[config.mk]
export PLATFORM = sky130hd
export DESIGN_NAME = iwd_watchdog
export DESIGN_NICKNAME = d
export VERILOG_FILES = /design/src/verilog/iwd_pkg.sv /design/src/verilog/iwd_tick_if.sv /design/src/verilog/iwd_prescaler.sv /design/src/verilog/iwd_watchdog.sv
export VERILOG_INCLUDE_DIRS = /design/src /design/src/verilog
export SDC_FILE = /design/constraint.sdc
export NUM_CORES = 1
export LEC_CHECK = 0
export BUFFER_PORTS_ARGS = -buffer_cell sky130_fd_sc_hd__buf_2
export CORE_MARGIN = 1.5
export CORE_UTILIZATION = 55
export CTS_CLUSTER_SIZE = 8
export DETAILED_ROUTE_END_ITERATION = 8
export PLACE_DENSITY = 0.75
export SLEW_MARGIN = 5
export SYNTH_ARGS = -nofsm -noshare
export SYNTH_HDL_FRONTEND = slang
export SYNTH_HIERARCHICAL = 1
export SYNTH_SLANG_ARGS = --single-unit
[constraint.sdc]
create_clock -name clk -period 2.95 [get_ports clk]
set_clock_uncertainty 0.1 [all_clocks]
set_input_delay 0.295 -clock clk [delete_from_list [all_inputs] [get_ports clk]]
set_output_delay 0.295 -clock clk [all_outputs]
set_load 0.005 [all_outputs]
[src/verilog/iwd_map.svh]
// Address, interval limits and timing constants of the port watchdog
`ifndef IWD_MAP_SVH
`define IWD_MAP_SVH

`define IWD_PORT_ADDR 16'h0443
`define IWD_CODE_MIN 8'h01
`define IWD_CODE_MAX 8'h3e
`define IWD_CLK_HZ 10000000
`define IWD_TICK_S 1
`define IWD_TICK_CYCLES (`IWD_CLK_HZ * `IWD_TICK_S)
`define IWD_RST_PULSE_CYCLES 16

`endif

[src/verilog/iwd_pkg.sv]
// Types of the port watchdog
package iwd_pkg;
    typedef enum logic [1:0] {
        IWD_IDLE,
        IWD_RUN,
        IWD_FIRE
    } iwd_state_e;

    typedef enum logic {
        IWD_ACT_RESET,
        IWD_ACT_IRQ
    } iwd_action_e;
endpackage

[src/verilog/iwd_tick_if.sv]
// Tick link between the prescaler and the watchdog core
`timescale 1ns/100ps
`default_nettype none
interface iwd_tick_if;
    logic clear;
    logic tick;
    modport core (output clear, input tick);
    modport presc (input clear, output tick);
endinterface
`default_nettype wire

[src/verilog/iwd_prescaler.sv]
// One-second tick prescaler
`timescale 1ns/100ps
`default_nettype none
`include "iwd_map.svh"
module iwd_prescaler #(
    parameter int unsigned TICK_CYCLES = `IWD_TICK_CYCLES
) (
    // Clock and reset
    input wire logic clk,
    input wire logic rst,
    // Tick link
    iwd_tick_if.presc tl
);
    typedef struct packed {
        logic [31:0] cnt;
        logic tick;
    } iwd_presc_s;

    iwd_presc_s st_r;
    iwd_presc_s st_nxt;

    // Clear realigns the second so a reload always gets full seconds
    always_comb begin
        st_nxt = st_r;
        st_nxt.tick = 1'b0;
        if (tl.clear || st_r.cnt == TICK_CYCLES - 1) begin
            st_nxt.cnt = 32'h0;
            st_nxt.tick = !tl.clear;
        end else begin
            st_nxt.cnt = st_r.cnt + 32'h1;
        end
    end

    always_ff @(posedge clk) begin
        if (rst) begin
            st_r <= '0;
        end else begin
            st_r <= st_nxt;
        end
    end

    assign tl.tick = st_r.tick;
endmodule // iwd_prescaler
`default_nettype wire

[src/verilog/iwd_watchdog.sv]
// Watchdog reached through one byte-wide I/O port
`timescale 1ns/100ps
`default_nettype none
`include "iwd_map.svh"
// What this block does
// - Write to port 443 loads and starts
// - Codes 01 to 3e mean seconds
// - Each rewrite restarts countdown from new value
// - Reading port 443 disables the watchdog
// - Expiry asserts CPU reset or interrupt
module iwd_watchdog #(
    parameter int unsigned TICK_CYCLES = `IWD_TICK_CYCLES
) (
    // Clock and reset
    input wire logic clk,
    input wire logic rst,
    // I/O port access, one-cycle strobes
    input wire logic [15:0] io_addr,
    input wire logic io_wr,
    input wire logic io_rd,
    input wire logic [7:0] io_wdata,
    output logic [7:0] io_rdata,
    // Expiry action select, a strap level
    input wire logic act_irq_sel,
    // Status and actions
    output logic wd_running,
    output logic cpu_reset,
    output logic wd_irq
);
    // ****************************************
    // State
    // ****************************************
    typedef struct packed {
        iwd_pkg::iwd_state_e state;
        iwd_pkg::iwd_action_e action;
        logic [5:0] secs;
        logic [7:0] rdata;
        logic [4:0] pulse;
        logic cpu_reset;
        logic irq;
        logic running;
    } iwd_core_s;

    iwd_core_s st_r;
    iwd_core_s st_nxt;

    logic wr_hit;
    logic rd_hit;
    logic load_ok;

    // ****************************************
    // Tick link
    // ****************************************
    iwd_tick_if tl ();

    // ****************************************
    // Decode helpers
    // ****************************************
    // Full compare, so no alias of the port can touch the timer
    function automatic logic hit(input logic [15:0] a);
        hit = (a == `IWD_PORT_ADDR);
    endfunction

    function automatic logic code_ok(input logic [7:0] d);
        code_ok = (d >= `IWD_CODE_MIN) && (d <= `IWD_CODE_MAX);
    endfunction

    function automatic iwd_pkg::iwd_action_e pick_action(input logic sel);
        if (sel) begin
            pick_action = iwd_pkg::IWD_ACT_IRQ;
        end else begin
            pick_action = iwd_pkg::IWD_ACT_RESET;
        end
    endfunction

    // ****************************************
    // Step helpers
    // ****************************************
    // Every field spelled out: the watchdog must wake disabled
    function automatic iwd_core_s reset_state();
        reset_state.state = iwd_pkg::IWD_IDLE;
        reset_state.action = iwd_pkg::IWD_ACT_RESET;
        reset_state.secs = 6'h0;
        reset_state.rdata = 8'h00;
        reset_state.pulse = 5'h0;
        reset_state.cpu_reset = 1'b0;
        reset_state.irq = 1'b0;
        reset_state.running = 1'b0;
    endfunction

    // Reset pulse runs down on its own, whatever the state does
    function automatic iwd_core_s pulse_step(input iwd_core_s s);
        pulse_step = s;
        pulse_step.cpu_reset = 1'b0;
        if (s.pulse != 5'h0) begin
            pulse_step.pulse = s.pulse - 5'h1;
            pulse_step.cpu_reset = 1'b1;
        end
    endfunction

    function automatic iwd_core_s count_step(
        input iwd_core_s s,
        input logic tick
    );
        count_step = s;
        unique case (s.state)
            iwd_pkg::IWD_IDLE: begin
            end
            iwd_pkg::IWD_RUN: begin
                if (tick) begin
                    if (s.secs == 6'h1) begin
                        count_step.state = iwd_pkg::IWD_FIRE;
                        count_step.secs = 6'h0;
                    end else begin
                        count_step.secs = s.secs - 6'h1;
                    end
                end
            end
            iwd_pkg::IWD_FIRE: begin
                // Timeout taken once; rearm only by a fresh write
                if (s.action == iwd_pkg::IWD_ACT_RESET) begin
                    count_step.pulse = 5'(`IWD_RST_PULSE_CYCLES);
                end else begin
                    count_step.irq = 1'b1;
                end
                count_step.state = iwd_pkg::IWD_IDLE;
            end
        endcase
    endfunction

    // Out-of-range codes never get here, so a bad write never arms it
    function automatic iwd_core_s arm(
        input iwd_core_s s,
        input logic [7:0] code,
        input logic sel
    );
        arm = s;
        arm.state = iwd_pkg::IWD_RUN;
        arm.secs = code[5:0];
        arm.action = pick_action(sel);
        arm.irq = 1'b0;
    endfunction

    // Read data show the seconds left at the moment of the read
    function automatic iwd_core_s disarm(
        input iwd_core_s s,
        input logic [5:0] left
    );
        disarm = s;
        disarm.rdata = {2'h0, left};
        disarm.state = iwd_pkg::IWD_IDLE;
        disarm.secs = 6'h0;
        disarm.irq = 1'b0;
    endfunction

    // ****************************************
    // Port decode and prescaler
    // ****************************************
    assign wr_hit = io_wr && hit(io_addr);
    assign rd_hit = io_rd && hit(io_addr);
    assign load_ok = wr_hit && code_ok(io_wdata);

    // A valid load realigns the second so every interval is whole
    assign tl.clear = load_ok;

    iwd_prescaler #(
        .TICK_CYCLES(TICK_CYCLES)
    ) u_presc (
        .clk(clk),
        .rst(rst),
        .tl(tl)
    );

    // ****************************************
    // Next state
    // ****************************************
    always_comb begin
        st_nxt = pulse_step(st_r);
        st_nxt = count_step(st_nxt, tl.tick);
        if (load_ok) begin
            st_nxt = arm(st_nxt, io_wdata, act_irq_sel);
        end
        // Read wins over a same-cycle write: the disable is never lost
        if (rd_hit) begin
            st_nxt = disarm(st_nxt, st_r.secs);
        end
        st_nxt.running = (st_nxt.state == iwd_pkg::IWD_RUN);
    end

    // ****************************************
    // State register
    // ****************************************
    always_ff @(posedge clk) begin
        if (rst) begin
            st_r <= reset_state();
        end else begin
            st_r <= st_nxt;
        end
    end

    // ****************************************
    // Outputs, all straight from the state register
    // ****************************************
    assign io_rdata = st_r.rdata;
    assign wd_running = st_r.running;
    assign cpu_reset = st_r.cpu_reset;
    assign wd_irq = st_r.irq;
endmodule // iwd_watchdog
`default_nettype wire

Word level (Yosys, flattened, before mapping)
Index checks and enable logic that the tools add are counted.
{"block": "totals", "reg_bits": 56, "word_cells": 51, "input_bits": 29, "out_inout_bits": 11}
{"block": "op_classes", "mux": 14, "n_reduce_logical": 15, "n_bitwise": 1, "n_eq_ne": 6, "add_sub_neg": 3, "order_cmp": 2}
{"cell": "$mux W25", "n": 2}
{"cell": "$add A32 B1 Y32 const B", "n": 1}
{"cell": "$eq A32 B24 Y1 const B", "n": 1}
{"cell": "$mux W6", "n": 4}
{"cell": "$eq A16 B11 Y1 const B", "n": 1}
{"cell": "$mux W5", "n": 2}
{"cell": "$ge A8 B1 Y1 const B", "n": 1}
{"cell": "$le A8 B6 Y1 const B", "n": 1}
{"cell": "$eq A6 B1 Y1 const B", "n": 1}
{"cell": "$reduce_or A2 Y1", "n": 3}
{"cell": "$sub A6 B1 Y6 const B", "n": 1}
{"cell": "$reduce_bool A5 Y1", "n": 1}
{"cell": "$sub A5 B1 Y5 const B", "n": 1}
{"cell": "$eq A2 B1 Y1 const B", "n": 2}
{"cell": "$logic_and A1 B1 Y1", "n": 4}
{"cell": "$mux W2", "n": 2}
{"cell": "$pmux W2 S2", "n": 1}
{"cell": "$reduce_and A2 Y1", "n": 2}
{"cell": "$reduce_bool A2 Y1", "n": 2}
{"cell": "$mux W1", "n": 3}
{"cell": "$reduce_or A3 Y1", "n": 1}
{"cell": "$eq A2 B2 Y1 const B", "n": 1}
{"cell": "$logic_not A1 Y1", "n": 1}
{"cell": "$logic_or A1 B1 Y1", "n": 1}
{"cell": "$not A1 Y1", "n": 1}

Depth between registers and ports, before layout
Gate-level depths: netlist (run 1).
{"block": "depth", "ltp_word": 7, "mapped_depth": 7, "depth_no_buf": 7}

By module
Netlist (run 1), hierarchy kept.
{"module": "iwd_prescaler", "area_each_um2": 1701.6, "seq_area_each_um2": 660.6, "cells_per_inst": 205, "instances": 1}
{"module": "iwd_watchdog", "area_each_um2": 1253.7, "seq_area_each_um2": 460.4, "cells_per_inst": 148, "instances": 1}

Worst setup path after synthesis (run 1)
OpenSTA, ideal clock, no wires.
{"block": "synth_path", "path_type": "input to register", "start": "input io_wdata[4]", "end": "register u_presc/st_r[17] in the netlist's numbering", "setup_time_ns": 0.060, "arrival_time_ns": 1.834, "path_buffers": 0, "slack_ns": 0.956, "path_stages": 6, "required_time_ns": 2.790, "path_cell_list": "or4_4 -> o22ai_2 -> nor3_1 -> or2_2 -> nor4_1 -> a32o_1"}
{"block": "synth_between", "elab_chain_cells": 5, "elab_cells_between_ends": 6, "cone_classes": "2 x order compare; 4 x reduce/logical"}
{"element": "from (decl)", "line_no": "iwd_watchdog.sv:21", "rtl": "input wire logic [7:0] io_wdata,"}
{"element": "$ge A8 B1 Y1 (no source line) or $le A8 B6 Y1 (tied branches)"}
{"element": "$logic_and A1 B1 Y1 *", "line_no": "iwd_watchdog.sv:65", "rtl": "code_ok = (d >= `IWD_CODE_MIN) && (d <= `IWD_CODE_MAX);"}
{"element": "$logic_and A1 B1 Y1 *", "line_no": "iwd_watchdog.sv:161", "rtl": "assign load_ok = wr_hit && code_ok(io_wdata);"}
{"element": "via load_ok", "line_no": "iwd_watchdog.sv:49", "rtl": "logic load_ok;"}
{"element": "$logic_or A1 B1 Y1 *", "line_no": "iwd_prescaler.sv:26", "rtl": "if (tl.clear || st_r.cnt == TICK_CYCLES - 1) begin"}
{"element": "$reduce_or A2 Y1 (no source line) *"}
{"element": "to (signal assigned)", "line_no": "iwd_prescaler.sv:38", "rtl": "st_r <= st_nxt;"}
{"element": "to (decl)", "line_no": "iwd_prescaler.sv:19", "rtl": "iwd_presc_s st_r;"}
The timed path passes the listed nets; every way through them passes the cells marked *.
A chain may end at the register's enable or synchronous reset.

==> results of run 1 <==
==> report_power, final <==
| part | internal, mW | switching, mW | total (mW) |
|---|---|---|---|
| clock network | 0.170 | 0.255 | 0.424 |
| registers | 0.798 | 0.0344 | 0.832 |
| logic | 0.109 | 0.110 | 0.220 |
==> stage by stage <==
stage / area [sq um] / power, mW
finish: 3200 / 1.48
floorplan: 2960 / 1.02
CTS: 3200 / 1.49
detailed placement: 3110 / 1.07
global placement: 3110 / 1.06
global route: 3200 / 1.55
==> synth_stat cells (all sizes together), types with 3 or more instances <==
| master | instances | area share (%) |
|---|---|---|
| dfxtp | 56 | 38 |
| nor2 | 53 | 6.8 |
| nor3 | 21 | 3.6 |
| nand2 | 20 | 2.5 |
| nand3 | 16 | 2.7 |
| nand4 | 16 | 3.8 |
| buf | 15 | 3.6 |
| xnor2 | 13 | 3.9 |
| xor2 | 13 | 3.9 |
| nor4 | 11 | 2.3 |
| a21oi | 10 | 1.7 |
| inv | 10 | 1.3 |
| mux2i | 10 | 3.4 |
| clkbuf | 8 | 1.1 |
| and2 | 7 | 1.6 |
| o21ai | 7 | 1.2 |
| a31oi | 6 | 1.3 |
| and4 | 6 | 1.9 |
| ha | 6 | 2.5 |
| nor4b | 5 | 1.5 |
| and3 | 4 | 0.89 |
| or2 | 4 | 0.85 |
| a22oi | 3 | 0.76 |
| nand3b | 3 | 0.76 |
| nor2b | 3 | 0.64 |
| or3 | 3 | 0.64 |
| or4 | 3 | 0.89 |
==> critical path, stage by stage, from the launching register on <==
cell	delay, ns
dfxtp_1	0.34
inv_1	0.08
ha_1	0.27
nand2_1	0.16
nor4b_1	0.51
mux2i_1	0.17
or3_1	0.32
a31oi_1	0.15
==> metal layers <==
layer  up-vias  wire, microns  GRT usage, %
met5         -              0             0
met4         0             56          7.78
met3         6            260          4.07
met2        68           2960          36.6
met1      1222           2870          27.1
li1       1302              -             -
==> flip-flops by register name, indices dropped and copies added (netlist names) <==
name and count:
wd_irq 1, wd_running 1, st_r 14, u_presc/tl.tick 1
cpu_reset 1, io_rdata 6, u_presc/st_r 32
==> worst max path at each step <==
stage,slack [ns],endpoint,startpoint,cells past startpoint
final,0.79,st_r[21],st_r[24],7
after global routing,0.63,st_r[21],st_r[24],7
after CTS,0.85,st_r[21],st_r[24],7
after detailed placement,0.69,u_presc/st_r[17],io_wdata[4],7
after global placement,0.73,u_presc/st_r[17],io_wdata[4],7
after floorplan,0.96,u_presc/st_r[17],io_wdata[4],6
==> final cells by class <==
| class | count | area [sq um] |
|---|---|---|
| fillers | 475 | 1940 |
| clock inverters | 2 | 16.3 |
| flip-flops and latches | 56 | 1120 |
| well taps | 70 | 87.6 |
| inverters | 10 | 37.5 |
| clock buffers | 6 | 72.6 |
| repair buffers | 39 | 200 |
| multi-input cells | 265 | 1660 |
==> logic make-up (layout without fill, tap and decap cells) <==
family	count (synthesis)	in the layout
other	1	2
muxes	11	11
and+or+nand+nor	187	187
xor gates and xnor gates	26	26
AOI/OAI and AO/OA	33	33
adders and majority gates	6	6
buffers and inverters	33	57
DFF	56	56
==> run summary, run 1 <==
placed cell count -> 440
final hold violation count -> 0
Max clock buf depth -> 2
most common cell after layout, fill and taps aside -> dfxtp_1
cts repair resizes -> 0
CP Capture Type -> flip-flop
largest net degree at the start of global routing -> 23
CTS H-tree lvls -> 2
max frequency -> 463 MHz
Slew @ Worst Pin -> 0.758 ns
Final setup viols -> 0
register-to-register setup slack -> 0.79 ns
grt ovf -> 0
final worst slack -> 0.791 ns
RSZ-0062 raised after global routing -> false
crit share post-route -> 73.2%
vias in the first global route -> 2287
Die Y -> 76.3 microns
DRC Markers -> 0
DRT Pass-1 Iters -> 4
hold_buf cts -> 0
Warnings, synthesis -> 6
post-synthesis sequential area ratio -> 37.9%
clock sink count -> 56
PortBufs -> 37
GRT Overall Usage -> 21.5%
die width -> 76.3 microns
Post-Synth XOR/XNOR Area -> 7.71%
VDD IR-drop max -> 0.000234 V
starting density of the core -> 57.5%
Hold EP -> st_r[22]
simple-gate share of the synthesized area -> 34.9%
Final Net Count -> 412
post-layout min period -> 2.16 ns
fin cells -> 448
first-pass GRT wire length -> 10300 microns
Post-synth EDFFs -> 0
layout cells sized above 1 -> 16.7%
largest family of logic cells by synthesized area -> simple AND/OR/NAND/NOR gates
hold_ws -> 0.135 ns
Synth Area in Adders -> 2.54%
status -> complete, no violations
Worst-path clk slew -> 0.10 ns
post-synthesis async set-or-reset flop share -> 0%
Diodes inserted -> 0
Worst EP arrival -> 2.31 ns
CTS Buf Count -> 5
initial drt markers -> 110
Max FO, Critical Path -> 6
Rows -> 26
global placement routability congestion -> 0.865
root buf cell -> clkbuf_8
number of max-cap violations -> 0
Wirelength per Cell -> 13.7 microns
Worst slew margin -> 49.1%
area grow syn2layout -> 8.21%
hold crit path type -> input pin to flip-flop
reg2reg end -> st_r[21]
WP data required -> 3.10 ns
Worst R2R Path Depth -> 7
RR Startpoint -> st_r[24]
Pwr Density -> 462 mW/mm^2
initial antenna violation count -> 0
CTS tree -> done
Top FF cell, synth -> dfxtp_1
post-synthesis compound-gate area fraction -> 7.11%
Ports -> 40
post-CTS setup buffer count -> 0
Post-Syn Area -> 0.00296 sq mm
Routed Antenna Nets -> 0
post-DP HPWL -> 4370 microns
post-synth cell types -> 54
WL final -> 6150 microns
Hold Path Depth -> 3
number of synthesized register bits -> 56
die footprint -> 0.00582 sq mm
via count -> 2598
Final Util -> 62.2%
mean post-synth cell area -> 8.37 sq um
Core ar. -> 0.00514 sq mm
Skew-Pair Late Insertion Delay -> 0.31 ns
Post-Syn Instances -> 353
vias per std cell -> 5.80
CP Class -> flip-flop to flip-flop
crit start category -> flip-flop
cell leakage power -> 1.20 nW
most frequent cells in the layout -> 56 x dfxtp_1, 52 x nor2_1, 37 x buf_2, 21 x nor3_1, 20 x nand2_1
fin. max-slew vios -> 0
hold path startpoint -> act_irq_sel
post-synthesis mux area share -> 3.77%
pre-CTS setup slack -> 0.686 ns
setup TNS -> 0 ns
No activity file was read; power rests on OpenSTA's default activity.
==> inputs of run 2 (changes only) <==
==> constraint.sdc (replaced) <==
create_clock -name clk -period 2.2 [get_ports clk]
set_clock_uncertainty 0.1 [all_clocks]
set_input_delay 0.22 -clock clk [delete_from_list [all_inputs] [get_ports clk]]
set_output_delay 0.22 -clock clk [all_outputs]
set_load 0.005 [all_outputs]
==> run summary, run 2 (same netlist as run 1, synthesis figures left out) <==
register-to-register setup slack -> 0.24 ns (-0.56 ns)
post-DP HPWL -> 4510 microns (+3.3%)
Sw Ratio -> 27.1% (about the same)
CTS H-tree lvls -> 2 (unchanged)
P_int -> 1.45 mW (+35%)
initial drt markers -> 115 (+4.5%)
Biggest register -> u_presc/st_r
crit start category -> flip-flop
hold crit path type -> input pin to flip-flop
post-CTS setup buffer count -> 0 (unchanged)
Power Total -> 1.99 mW (+35%)
reg2reg end -> st_r[21]
Clk pwr share -> 28.4% (-0.3 points)
initial antenna violation count -> 0 (unchanged)
Logic pwr share -> 15.9% (+1.0 points)
clock sink count -> 56 (unchanged)
CTS tree -> done
DRC Markers -> 0 (unchanged)
RR Startpoint -> st_r[23]
Die Y -> 76.3 microns (unchanged)
CP Class -> flip-flop to flip-flop
root buf cell -> clkbuf_8
RSZ-0062 raised after global routing -> false
Worst slew margin -> 55.5% (+6.5 points)
Pwr Density -> 606 mW/mm^2 (+31%)
status -> complete, no violations
placed cell count -> 450 (+2.3%)
GRT Overall Usage -> 22.6% (+1.1 points)
vias in the first global route -> 2456 (+7.4%)
VDD IR-drop max -> 0.000408 V (+75%)
final hold violation count -> 0 (unchanged)
sequential share of power -> 55.7% (-0.7 points)
crit path from -> st_r[23]
Slew @ Worst Pin -> 0.661 ns (-0.0977 ns)
Final Net Count -> 422 (+2.4%)
hold_buf cts -> 0 (unchanged)
area occupied by multi-input gates -> 0.00166 sq mm (unchanged)
area grow syn2layout -> 11.2%
first-pass GRT wire length -> 11000 microns (+6.1%)
crit share post-route -> 89.3% (+16 points)
max frequency -> 509 MHz (+9.9%)
CTS Buf Count -> 5 (unchanged)
Worst R2R Path Depth -> 6 (-1)
grt ovf -> 0 (unchanged)
starting density of the core -> 57.5% (unchanged)
Ports -> 40 (unchanged)
WP data required -> 2.34 ns (-0.76 ns)
Skew-Pair Late Insertion Delay -> 0.31 ns (about the same)
DRT Pass-1 Iters -> 4 (unchanged)
PortBufs -> 37 (unchanged)
cts repair resizes -> 0 (unchanged)
die width -> 76.3 microns (unchanged)
FF/Latch Area -> 0.00112 sq mm (unchanged)
Cell Area, Placed -> 0.00320 sq mm (+2.8%)
die footprint -> 0.00582 sq mm (unchanged)
fin cells -> 458 (+2.2%)
max reg flops -> 32 (unchanged)
CP Capture Type -> flip-flop
WL final -> 6180 microns (+0.54%)
fin. max-slew vios -> 0 (unchanged)
most common cell after layout, fill and taps aside -> dfxtp_1
Worst EP arrival -> 2.10 ns (-0.21 ns)
Wirelength per Cell -> 13.5 microns (-1.7%)
Final Util -> 63.9% (+1.7 points)
post-layout min period -> 1.96 ns (-0.195 ns)
setup TNS -> 0 ns (unchanged)
Max clock buf depth -> 2 (unchanged)
Switch Pwr -> 0.539 mW (+35%)
largest net degree at the start of global routing -> 23 (unchanged)
Routed Antenna Nets -> 0 (unchanged)
cell leakage power -> 1.25 nW (+4.8%)
Final setup viols -> 0 (unchanged)
Worst-path clk slew -> 0.11 ns (about the same)
most frequent cells in the layout -> 56 x dfxtp_1, 52 x nor2_1, 37 x buf_2, 21 x nor3_1, 20 x nand2_1
Core ar. -> 0.00514 sq mm (unchanged)
Diodes inserted -> 0 (unchanged)
Max FO, Critical Path -> 5 (-1)
global placement routability congestion -> 0.861 (-0.52%)
layout cells sized above 1 -> 19.1% (+2.4 points)
crit path capture -> st_r[21]
vias per std cell -> 5.64 (-2.7%)
Design Area, Final -> 0.00329 sq mm (+2.8%)
via count -> 2585 (-0.50%)
Fillers -> 474 (-0.21%)
number of max-cap violations -> 0 (unchanged)
Rows -> 26 (unchanged)
==> run 2: changes by cell type in the layout (fill, tap and decap cells not counted), sizes merged <==
cell,before,now
buf,39,49
inv,10,11
clkbuf,6,5
==> run 2: area by class of cell <==
| cell class | count | share of cell area (%) |
|---|---|---|
| clock buffers | 5 | 2.09 |
| multi-input cells | 265 | 50.6 |
| flip-flops and latches | 56 | 34.1 |
| well taps | 70 | 2.66 |
| inverters | 10 | 1.14 |
| repair buffers | 49 | 8.76 |
| clock inverters | 3 | 0.647 |
==> run 2: how the worst min path moves through the flow <==
| stage | startpoint | to | slack, ns | depth (start not counted) |
|---|---|---|---|---|
| 6_report | act_irq_sel | st_r[22] | 0.05 | 3 |
| 5_1_grt | act_irq_sel | st_r[22] | 0.06 | 3 |
| 4_1_cts | act_irq_sel | st_r[22] | 0.04 | 3 |
| 3_5_place_dp | u_presc/st_r[1] | u_presc/st_r[1] | 0.34 | 1 |
| 3_3_place_gp | u_presc/st_r[1] | u_presc/st_r[1] | 0.33 | 1 |
| 2_1_floorplan | io_wdata[0] | st_r[16] | 0.26 | 2 |
==> run 2: per-stage QoR <==
| stage | hold slack, ns | setup WS, ns |
|---|---|---|
| global route | 0.0645 | 0.0438 |
| finish | 0.0462 | 0.236 |
| floorplan | 0.256 | 0.281 |
| detailed placement | 0.339 | 0.113 |
| global placement | 0.332 | 0.147 |
| CTS | 0.0441 | 0.235 |
==> run 2: critical path, stage by stage (launching register included) <==
cell     delay, ns
dfxtp_1       0.40
ha_1          0.26
nand2_1       0.14
nor4b_1       0.37
mux2i_1       0.14
or3_1         0.31
a31oi_1       0.17
==> run 2: power groups by stage <==
stage | Combinational, mW | Sequential [mW] | Clock, mW
2_1_floorplan | 0.244 | 1.12 | 0
3_3_place_gp | 0.307 | 1.13 | 0
3_5_place_dp | 0.319 | 1.13 | 0
4_1_cts | 0.319 | 1.11 | 0.586
5_1_grt | 0.365 | 1.12 | 0.618
6_report | 0.316 | 1.11 | 0.565
==> run 2: per-layer routing <==
metal / vias up / GRT usage (%) / part of all wire, %
met2: 69 / 39.2 / 47
met1: 1197 / 28.2 / 47
met5: - / 0 / 0
met3: 7 / 3.71 / 4.9
li1: 1312 / - / -
met4: 0 / 8.33 / 1.1
